`src/common/fsps_pkg.sv`:
```
/*
 * Shared constants and carrier types for the flash self-programming sequencer.
 * Assumes an 8-bit CPU-side register write path and a flash array model outside.
 */
package fsps_pkg;
	localparam logic [7:0] CMD_NONE = 8'h00;
	localparam logic [7:0] CMD_VERIFY = 8'h02;
	localparam logic [7:0] CMD_ERASE = 8'h03;
	localparam logic [7:0] CMD_BLANK = 8'h04;
	localparam logic [7:0] UNLOCK_CODE = 8'hA5;
	localparam logic [7:0] LOW_ZERO = 8'h00;
	localparam logic [7:0] LOW_FULL = 8'hFF;
	localparam int BIT_SEQ_ERR = 0;
	localparam int BIT_VERIFY_ERR = 1;
	localparam int BIT_PROT_ERR = 2;
	localparam logic [7:0] STATUS_RST = 8'h00;
	localparam logic [7:0] CMD_RST = 8'h00;
	localparam logic MODE_RST = 1'b0;
	localparam int OP_CYCLES = 16;

	typedef enum logic [2:0] {
		FSPS_W_NONE,
		FSPS_W_CMD,
		FSPS_W_PTR_HI,
		FSPS_W_PTR_LO,
		FSPS_W_CMP_HI,
		FSPS_W_CMP_LO,
		FSPS_W_STATUS,
		FSPS_W_MODE
	} fsps_wsel_t;

	typedef struct packed {
		logic valid;
		fsps_wsel_t sel;
		logic [7:0] data;
	} fsps_wr_t;

	typedef struct packed {
		logic [7:0] hi;
		logic [7:0] lo;
	} fsps_addr_t;
endpackage

```
`src/design/fsps_sequencer.sv`:
```
/*
 * Flash self-programming command sequencer: register file, HALT-started
 * command engine, error status and the protected mode-control unlock.
 * Assumes the CPU stalls while halt_hold is high and that the flash array
 * answers each address probe in the same cycle via the flash_* inputs.
 */
// Notes on behaviour
// - Command 03H erases one whole block
// - HALT starts command, resumes after halt
// - Verify error bit1, protect error bit2
// - Erase of protected area sets bit2
// - Command 04H blank checks pointer-to-compare range
// - Status zero means normal termination
// - Command 02H verifies pointer-to-compare range
// - Unlock A5H, then three writes, last counts
// - Bad mode write ignored, sets bit0
// - Error flags stay until written zero
`timescale 1ns/10ps
module fsps_sequencer (
	// Clock and reset
	input wire logic clk,
	input wire logic resetn,
	// CPU register writes and halt
	input wire fsps_pkg::fsps_wr_t cpu_wr,
	input wire logic halt_req,
	output logic halt_hold,
	// Register read-back
	output logic [7:0] flash_command_reg,
	output fsps_pkg::fsps_addr_t addr_ptr,
	output fsps_pkg::fsps_addr_t addr_cmp,
	output logic [7:0] flash_error_flags,
	output logic programming_mode_ctrl,
	// Flash array side
	output logic flash_erase_pulse,
	output fsps_pkg::fsps_addr_t flash_addr,
	input wire logic flash_protected,
	input wire logic flash_cell_blank,
	input wire logic flash_cell_match
);
	typedef enum logic [1:0] {FSPS_IDLE, FSPS_RUN, FSPS_SCAN, FSPS_DONE} fsps_state_t;
	typedef enum logic [1:0] {FSPS_U_IDLE, FSPS_U_ARMED, FSPS_U_SET, FSPS_U_INV} fsps_unlock_t;

	fsps_state_t state_q;
	fsps_unlock_t unlock_q;
	logic [7:0] pending_q;
	logic [4:0] timer_q;
	logic [7:0] status_d;
	logic [7:0] status_q;
	logic [7:0] cmd_q;
	fsps_pkg::fsps_addr_t ptr_q, cmp_q, scan_q;
	logic mode_q;
	logic mode_first_q;
	logic hold_q;
	logic erase_q;
	logic set_verify, set_prot, set_seq;
	logic wr_mode;

	function automatic logic wr_hit(input fsps_pkg::fsps_wr_t w, input fsps_pkg::fsps_wsel_t s);
		wr_hit = w.valid && (w.sel == s);
	endfunction

	assign wr_mode = wr_hit(cpu_wr, fsps_pkg::FSPS_W_MODE);

	// Registers loaded by firmware
	always_ff @(posedge clk or negedge resetn) begin
		if (!resetn) begin
			cmd_q <= fsps_pkg::CMD_RST;
			ptr_q <= '0;
			cmp_q <= '0;
		end else begin
			if (wr_hit(cpu_wr, fsps_pkg::FSPS_W_CMD)) cmd_q <= cpu_wr.data;
			if (wr_hit(cpu_wr, fsps_pkg::FSPS_W_PTR_HI)) ptr_q.hi <= cpu_wr.data;
			if (wr_hit(cpu_wr, fsps_pkg::FSPS_W_PTR_LO)) ptr_q.lo <= cpu_wr.data;
			if (wr_hit(cpu_wr, fsps_pkg::FSPS_W_CMP_HI)) cmp_q.hi <= cpu_wr.data;
			if (wr_hit(cpu_wr, fsps_pkg::FSPS_W_CMP_LO)) cmp_q.lo <= cpu_wr.data;
		end
	end

	// Command engine; the CPU is held for the whole run, so no register
	// write can race the scan.
	always_ff @(posedge clk or negedge resetn) begin
		if (!resetn) begin
			state_q <= FSPS_IDLE;
			pending_q <= fsps_pkg::CMD_NONE;
			timer_q <= '0;
			scan_q <= '0;
			hold_q <= 1'b0;
			erase_q <= 1'b0;
		end else begin
			erase_q <= 1'b0;
			case (state_q)
				FSPS_IDLE: begin
					if (halt_req && cmd_q != fsps_pkg::CMD_NONE) begin
						state_q <= (cmd_q == fsps_pkg::CMD_ERASE) ? FSPS_RUN : FSPS_SCAN;
						pending_q <= cmd_q;
						scan_q <= ptr_q;
						timer_q <= 5'(fsps_pkg::OP_CYCLES);
						hold_q <= 1'b1;
					end
				end
				FSPS_RUN: begin
					// Whole-block erase, refused on protected blocks
					timer_q <= timer_q - 5'd1;
					if (timer_q == 5'd1) begin
						erase_q <= !flash_protected;
						state_q <= FSPS_DONE;
					end
				end
				FSPS_SCAN: begin
					// Blank check and verify walk pointer to compare address
					if (scan_q == cmp_q || set_verify) state_q <= FSPS_DONE;
					else scan_q <= {scan_q.hi, scan_q.lo} + 16'd1;
				end
				FSPS_DONE: begin
					hold_q <= 1'b0;
					state_q <= FSPS_IDLE;
				end
				default: state_q <= FSPS_IDLE;
			endcase
		end
	end

	assign set_prot = (state_q == FSPS_RUN) && timer_q == 5'd1 && flash_protected;
	assign set_verify = (state_q == FSPS_SCAN) && ((pending_q == fsps_pkg::CMD_BLANK) ? !flash_cell_blank
		: !flash_cell_match);

	// Mode-control unlock sequence
	always_ff @(posedge clk or negedge resetn) begin
		if (!resetn) begin
			unlock_q <= FSPS_U_IDLE;
			mode_q <= fsps_pkg::MODE_RST;
			mode_first_q <= fsps_pkg::MODE_RST;
		end else if (wr_hit(cpu_wr, fsps_pkg::FSPS_W_NONE) && cpu_wr.data == fsps_pkg::UNLOCK_CODE) begin
			unlock_q <= FSPS_U_ARMED;
		end else if (wr_mode) begin
			case (unlock_q)
				FSPS_U_ARMED: begin
					mode_first_q <= cpu_wr.data[0];
					unlock_q <= FSPS_U_SET;
				end
				FSPS_U_SET: begin
					// Second write must carry the inverse of the first
					if (cpu_wr.data[0] == mode_first_q) unlock_q <= FSPS_U_IDLE;
					else unlock_q <= FSPS_U_INV;
				end
				FSPS_U_INV: begin
					mode_q <= cpu_wr.data[0];
					unlock_q <= FSPS_U_IDLE;
				end
				default: unlock_q <= FSPS_U_IDLE;
			endcase
		end
	end

	assign set_seq = wr_mode && (unlock_q == FSPS_U_IDLE
		|| (unlock_q == FSPS_U_SET && cpu_wr.data[0] == mode_first_q));

	// Status: hardware set beats a software clear in the same cycle
	always_comb begin
		status_d = status_q;
		if (wr_hit(cpu_wr, fsps_pkg::FSPS_W_STATUS)) status_d = cpu_wr.data & status_q;
		if (set_seq) status_d[fsps_pkg::BIT_SEQ_ERR] = 1'b1;
		if (set_verify) status_d[fsps_pkg::BIT_VERIFY_ERR] = 1'b1;
		if (set_prot) status_d[fsps_pkg::BIT_PROT_ERR] = 1'b1;
		status_d[7:3] = 5'h00;
	end

	always_ff @(posedge clk or negedge resetn) begin
		if (!resetn) status_q <= fsps_pkg::STATUS_RST;
		else status_q <= status_d;
	end

	always_comb begin
		halt_hold = hold_q;
		flash_command_reg = cmd_q;
		addr_ptr = ptr_q;
		addr_cmp = cmp_q;
		flash_error_flags = status_q;
		programming_mode_ctrl = mode_q;
		flash_erase_pulse = erase_q;
		// Scan register also holds the erase block, so the probe comes from a flop
		flash_addr = scan_q;
	end

	property p_halt_idle;
		@(posedge clk) disable iff (!resetn)
		(state_q == FSPS_IDLE && halt_req && cmd_q == fsps_pkg::CMD_NONE) |=> !hold_q;
	endproperty
	a_halt_idle: assert property (p_halt_idle) else $error("plain halt started a command");

	property p_erase_len;
		@(posedge clk) disable iff (!resetn)
		(state_q == FSPS_IDLE && halt_req && cmd_q == fsps_pkg::CMD_ERASE) |=> hold_q [*8];
	endproperty
	a_erase_len: assert property (p_erase_len) else $error("erase hold too short");

	property p_prot;
		@(posedge clk) disable iff (!resetn)
		set_prot |=> status_q[fsps_pkg::BIT_PROT_ERR] && !erase_q;
	endproperty
	a_prot: assert property (p_prot) else $error("protected erase not flagged");

	property p_seq;
		@(posedge clk) disable iff (!resetn)
		set_seq |=> status_q[fsps_pkg::BIT_SEQ_ERR] && $stable(mode_q);
	endproperty
	a_seq: assert property (p_seq) else $error("bad mode write not refused");

	property p_sticky;
		@(posedge clk) disable iff (!resetn)
		(status_q[fsps_pkg::BIT_VERIFY_ERR] && !wr_hit(cpu_wr, fsps_pkg::FSPS_W_STATUS))
			|=> status_q[fsps_pkg::BIT_VERIFY_ERR];
	endproperty
	a_sticky: assert property (p_sticky) else $error("verify flag dropped");

	property p_resume;
		@(posedge clk) disable iff (!resetn)
		(state_q == FSPS_DONE) |=> !hold_q;
	endproperty
	a_resume: assert property (p_resume) else $error("halt not released");

	property p_verify_src;
		@(posedge clk) disable iff (!resetn)
		$rose(status_q[fsps_pkg::BIT_VERIFY_ERR]) |-> $past(state_q == FSPS_SCAN);
	endproperty
	a_verify_src: assert property (p_verify_src) else $error("verify flag set outside a scan");

	property p_scan_end;
		@(posedge clk) disable iff (!resetn)
		(state_q == FSPS_SCAN && scan_q == cmp_q) |=> state_q == FSPS_DONE;
	endproperty
	a_scan_end: assert property (p_scan_end) else $error("scan overran compare");

	c_erase: cover property (@(posedge clk) erase_q);
	c_blank_fail: cover property (@(posedge clk) set_verify && pending_q == fsps_pkg::CMD_BLANK);
	c_mode: cover property (@(posedge clk) wr_mode && unlock_q == FSPS_U_INV);
endmodule

```
`config.mk`:
```
export PLATFORM = sky130hd
export DESIGN_NAME = fsps_sequencer
export DESIGN_NICKNAME = d
export VERILOG_FILES = /design/src/common/fsps_pkg.sv /design/src/design/fsps_sequencer.sv
export SDC_FILE = /design/constraint.sdc
export NUM_CORES = 1
export LEC_CHECK = 0
export ABC_AREA = 1
export CORE_ASPECT_RATIO = 1.2
export CORE_MARGIN = 5
export CORE_UTILIZATION = 65
export CTS_BUF_LIST = sky130_fd_sc_hd__clkbuf_2 sky130_fd_sc_hd__clkbuf_4 sky130_fd_sc_hd__clkbuf_8
export DETAILED_ROUTE_END_ITERATION = 8
export DONT_BUFFER_PORTS = 1
export GPL_ROUTABILITY_DRIVEN = 0
export PLACE_DENSITY = 0.78
export SYNTH_ARGS = -nofsm -noshare
export SYNTH_HDL_FRONTEND = slang
export SYNTH_SLANG_ARGS = --single-unit
```
`constraint.sdc`:
```
create_clock -name clk -period 1.85 [get_ports clk]
set_input_delay 0.2775 -clock clk [delete_from_list [all_inputs] [get_ports clk]]
set_output_delay 0.2775 -clock clk [all_outputs]
set_load 0.005 [all_outputs]
```
==> results.cfg, run 1 <==
[global_routing]
grtUsageTotal_pct = 27.3
antenna_found_initial = 0
grt_pass1_wl_mm = 18.1
grt_pass1_vias = 3664
grt_max_degree = 81
grt_overflow = 0

[cells_and_area]
antenna_cells = 0
design_area_mm2 = 0.00471
seq_area_mm2 = 0.00201
multiInputGateArea_mm2 = 0.00194
nFillCells = 535
nNetsFinal = 622
area_growth_pct = 9.64
layout-drive-gt1-share_pct = 8.88

[synth]
synth_top_area_share_pct = 46.6
yosys-top-cells-area = dfrtp_1 47%, nand2_1 18%, o21ai_0 7.5%
synth_edf_count = 0
synth-simple-area-share_pct = 29.3
synthXorXnorAreaFrac_pct = 0.816
synth_fa_ha_area_share_pct = 3.50
synth.mux.area_fraction_pct = 0
async_flop_share_pct = 100
syn-cell-area_mm2 = 0.00430
synth_top_cell_by_area = dfrtp_1
synth.most_common_cell = nand2_1
postSynthCellCount = 579
yosys-top-cells-count = 201 x nand2_1, 80 x dfrtp_1, 64 x o21ai_0
synth-main-ff-cell = dfrtp_1
synth_cell_types = 35
synth_top_family_by_area = simple AND/OR/NAND/NOR gates
syn_avg_cell_area_um2 = 7.42
yosysWarnings = 0
synth_compound_area_share_pct = 10.9
ys_ff_latch = 80
yosysSeqAreaShare_pct = 46.6

[drt]
dr.pass1.iters = 5
drt-initial-drc-count = 227
wl_mm = 10.9
dr_total_vias = 3790
ant_nets = 0
viasPerCell = 5.56
drc = 0
wl_per_cell_um = 15.9

[place]
port_buffers = 0
dpl.hpwl_mm = 8.03
place_area_mm2 = 0.00440
pre_cts_ws_ns = 0.105

[sta]
hold_ws_ns = -0.385
worstMarginPinSlew_ns = 0.507
setup_violations = 0
max_freq_mhz = 583
rsz0062_at_grt = false
tns_ns = 0
slew_violations = 0
hold_viol = 80
fin_crit_ns = 1.72
fin_crit_sh_pct = 92.7
skew_ns = 0.00863
max_slew_margin_pct = 66.1
worst_slack_ns = 0.135

[worst_setup_path]
path_max_fanout = 8
crit_end = flash_addr[13]$_DFFE_PN0P_
startpoint_type = flip-flop
r2r-end = flash_addr[13]$_DFFE_PN0P_
r2r_cells = 9
r2r_start = flash_addr[2]$_DFFE_PN0P_
criticalPathCategory = flip-flop to flip-flop
required_ns = 2.14
endpoint_kind = flip-flop
startpoint = flash_addr[2]$_DFFE_PN0P_
arrival_ns = 2.01
r2r_slack_ns = 0.13

[clocking]
cts.htree.levels = 3
clock-sinks = 80
cts_root_buf = clkbuf_8
cts_inserted_buffers = 9
cts_tree = built
clk_pin_slew_ns = 0.09
clk_path_buf_depth = 2
postCtsHoldBufs = 1
clock_latency_ns = 0.35

[hold_path]
hold_class = primary input to async pin

[job]
cap_violations = 0

[floorplan]
core.rowCount = 32
core_region_area_mm2 = 0.00645
io_pins = 85
start_util_pct = 66.6
die-width_um = 84.2
die_h_um = 99.1
die-area_mm2 = 0.00834

[run_status]
status = finished with violations
violations = negative hold slack

[power_and_ir_drop]
irDropWorstVdd_v = 0.000881
power_leakage_nw = 2.44
power.density_mw_per_mm2 = 1530
-- worst max-delay path: stages, from the launching register on --
cell     delay, ns
dfrtp_1       0.53
nand3_1       0.25
nor3_4        0.25
buf_12        0.15
nand2_2       0.05
o21ai_1       0.13
nand3_1       0.09
nand2_1       0.07
nand3_1       0.06
nand2_1       0.07
-- metrics by stage --
stage | total power, mW | hold slack [ns] | utilization [%] | cells
2_1_floorplan | 4.79 | -0.0181 | - | 583
3_3_place_gp | 5.41 | -0.0162 | 68.3 | 661
3_5_place_dp | 5.52 | -0.0162 | 68.3 | 661
4_1_cts | 7.06 | -0.397 | 72.1 | 678
5_1_grt | 7.79 | -0.418 | 73.1 | 682
6_report | 7.19 | -0.385 | 73.1 | 682
-- how the worst min path moves through the flow --
stage	cells after the start	from	end	slack (ns)
finish	0	resetn	flash_addr[11]$_DFFE_PN0P_	-0.39
global placement	0	resetn	flash_addr[13]$_DFFE_PN0P_	-0.02
CTS	0	resetn	flash_addr[15]$_DFFE_PN0P_	-0.40
global route	0	resetn	flash_addr[11]$_DFFE_PN0P_	-0.42
detailed placement	0	resetn	flash_addr[15]$_DFFE_PN0P_	-0.02
floorplan	0	resetn	addr_cmp[0]$_DFFE_PN0P_	-0.02
-- layer usage --
metal	vias to the layer above	routed length (µm)	track usage (%)
met3	22	982	9.03
met1	1757	4310	34.1
met4	0	289	10.9
met2	161	5280	43.9
li1	1850	-	-
met5	-	0	0
-- placed cells by master (no fill, tap or decap), drive strengths merged, types with 3 or more instances in the layout --
| cell type | synthesis | layout |
|---|---|---|
| or2 | 3 | 3 |
| nand2 | 204 | 204 |
| bufinv | 0 | 3 |
| ha | 12 | 12 |
| nand3 | 38 | 38 |
| clkbuf | 7 | 10 |
| nor2 | 40 | 40 |
| buf | 13 | 17 |
| conb | 1 | 5 |
| o21ai | 66 | 66 |
| a31oi | 3 | 3 |
| nand4 | 6 | 6 |
| a21oi | 13 | 13 |
| nor3 | 9 | 9 |
| inv | 71 | 71 |
| dfrtp | 80 | 80 |
-- power by group --
group / total [mW] / switching (mW) / internal, mW
combinational: 2.70 / 1.66 / 1.04
clock: 1.55 / 0.639 / 0.907
sequential: 2.95 / 0.657 / 2.29
total: 7.19 / 2.95 / 4.24
-- logic make-up after synthesis --
kind of cell / count (synthesis)
and+or+nand+nor: 302
buffers and inverters: 91
AOI/OAI and AO/OA: 89
DFF: 80
adders and majority gates: 12
xor gates and xnor gates: 4
other: 1
-- what timing repair did --
action	in CTS	in global routing
endpoints found under the hold margin	81	80
setup buffers	0	4
setup endpoints to repair	0	19
gates resized for setup	0	6
-- area by class of cell --
| class | instances | share of cell area, % |
|---|---|---|
| Sequential cell | 80 | 42.6 |
| Multi-Input combinational cell | 412 | 41.2 |
| Inverter | 71 | 5.66 |
| Timing Repair Buffer | 18 | 3.19 |
| Clock buffer | 10 | 2.79 |
| Clock inverter | 6 | 2.28 |
| Tap cell | 85 | 2.26 |
(Power assumes the default switching activity.)
==> inputs of run 2 (changes only) <==
--- a/config.mk
+++ b/config.mk
@@ -14,6 +14,7 @@
 export DONT_BUFFER_PORTS = 1
 export GPL_ROUTABILITY_DRIVEN = 0
 export PLACE_DENSITY = 0.78
+export REMOVE_ABC_BUFFERS = 1
 export SYNTH_ARGS = -nofsm -noshare
 export SYNTH_HDL_FRONTEND = slang
 export SYNTH_SLANG_ARGS = --single-unit
==> run 2 against run 1 <==
Against the previous run:
- the run still ends with negative hold slack left
- final area is 0.69% lower
- critical path depth is 3 higher
- non-clock buffer count is 1 lower
- critical endpoint is now flash_addr[8]$_DFFE_PN0P_
- highest routed layer unchanged
==> results.cfg, run 2 (same netlist as run 1, synthesis figures left out) <==
[clocking]
clock-sinks = 80
cts_root_buf = clkbuf_8
cts_inserted_buffers = 9
postCtsHoldBufs = 1
cts.htree.levels = 3
clk_pin_slew_ns = 0.09
cts_tree = built
clock_latency_ns = 0.35
clk_path_buf_depth = 2

[worst_setup_path]
crit_buf_inv = 1
endpoint_kind = flip-flop
required_ns = 2.13
critPathMaxStageDelay_ns = 0.41
critPathMostFrequentCell = nand2_1
path_max_fanout = 16
path_cells = buf_4, nand2_1, nand2_1, nor2_1, nand2_1, nor2_1, nand2_1, nand3_2, nand2_8, nand2_4, nand2_1, nand2_1
cp_slowest_cell = dfrtp_1
cp_top_family = simple AND/OR/NAND/NOR gates
criticalPathCategory = flip-flop to flip-flop
startpoint_type = flip-flop
arrival_ns = 2.05
r2r_slack_ns = 0.09

[global_routing]
antenna_found_initial = 0
grt_pass1_vias = 3637
grt_overflow = 0
grtUsageTotal_pct = 27.2
grt_pass1_wl_mm = 18.0
grt_max_degree = 81

[cells_and_area]
finish.utilization_pct = 72.6
nFillCells = 507
antenna_cells = 0
seq_area_mm2 = 0.00201
layout-drive-gt1-share_pct = 9.23
stdcell_count = 681
multiInputGateArea_mm2 = 0.00194
final_cell_mix = 200 x nand2_1, 75 x dfrtp_1, 64 x o21ai_0
nNetsFinal = 621
area_growth_pct = 8.88
final_common_cell = nand2_1
design_area_mm2 = 0.00468

[power_and_ir_drop]
switching_share_pct = 42.6
power.density_mw_per_mm2 = 1520
intPower_mw = 4.09
fin_total_pwr_mw = 7.12
clock_power_share_pct = 19.1
power.share.combinational_pct = 39.7
switchingPower_mw = 3.03
power_leakage_nw = 2.42
irDropWorstVdd_v = 0.000846
seqPwrFrac_pct = 41.2

[place]
port_buffers = 0
dpl.hpwl_mm = 7.79
place_area_mm2 = 0.00439
pre_cts_ws_ns = 0.0772
dpl.cell_count = 660

[sta]
skew_ns = 0.0110
worst_slack_ns = 0.0868
setup_violations = 0
max_slew_margin_pct = 64.0
tns_ns = 0
hold_viol = 80
worstMarginPinSlew_ns = 0.538
hold_ws_ns = -0.393
max_freq_mhz = 567
fin_crit_sh_pct = 95.3
rsz0062_at_grt = false
slew_violations = 0
fin_crit_ns = 1.76

[drt]
wl_per_cell_um = 16.0
drt-initial-drc-count = 270
drc = 0
wl_mm = 10.9
dr_total_vias = 3828
ant_nets = 0
dr.pass1.iters = 5
viasPerCell = 5.62

[run_status]
status = finished with violations
violations = negative hold slack

[floorplan]
die-width_um = 84.2
core.rowCount = 32
io_pins = 85
core_region_area_mm2 = 0.00645
start_util_pct = 66.6
die_h_um = 99.1
die-area_mm2 = 0.00834

[hold_path]
hold_class = primary input to async pin

[job]
cap_violations = 0
run 2: changes by cell type in the layout (fill, tap and decap cells not counted), sizes merged:
cell | before | now
clkinv | 2 | 1
bufinv | 3 | 1
buf | 17 | 16
clkbuf | 10 | 12
inv | 71 | 72
run 2: timing repair:
action,4_1_cts,5_1_grt
endpoints found under the setup margin,0,16
hold endpoints to repair,81,80
resized for setup,0,8
setup buffers,0,4
run 2: path summary, 6_finish.rpt:
kind / start / to / cells after the start
worst max-delay path: flash_addr[0]$_DFFE_PN0P_ / flash_addr[8]$_DFFE_PN0P_ / 12
min in group clk: flash_protected / flash_error_flags[2]$_DFFE_PN0P_ / 2
worst min register to register: pending_q[5]$_DFFE_PN0P_ / pending_q[5]$_DFFE_PN0P_ / 2
worst min-delay path: resetn / timer_q[4]$_DFFE_PN0P_ / 0
max in group asynchronous: resetn / flash_addr[2]$_DFFE_PN0P_ / 0
worst max register to register: flash_addr[0]$_DFFE_PN0P_ / flash_addr[8]$_DFFE_PN0P_ / 12
run 2: area by class of cell:
cell class	instances	share of cell area, %
Inverter	71	5.70
Tap cell	85	2.27
Sequential cell	80	42.9
Timing Repair Buffer	17	3.05
Clock inverter	4	1.10
Multi-Input combinational cell	412	41.5
Clock buffer	12	3.40
run 2: power groups by stage:
stage	Combinational [mW]	Sequential, mW	Clock (mW)
final	2.83	2.93	1.36
after global routing	3.17	3.02	1.47
after CTS	2.64	2.92	1.37
after detailed placement	2.58	2.95	0
after global placement	2.48	2.93	0
after floorplan	1.88	2.78	0
run 2: routing by layer:
layer	GRT usage, %	up-vias	wire length (µm)
li1	-	1853	-
met1	33.6	1788	4290
met2	44.3	154	5270
met3	8.11	33	996
met4	11.4	0	348
met5	0	-	0
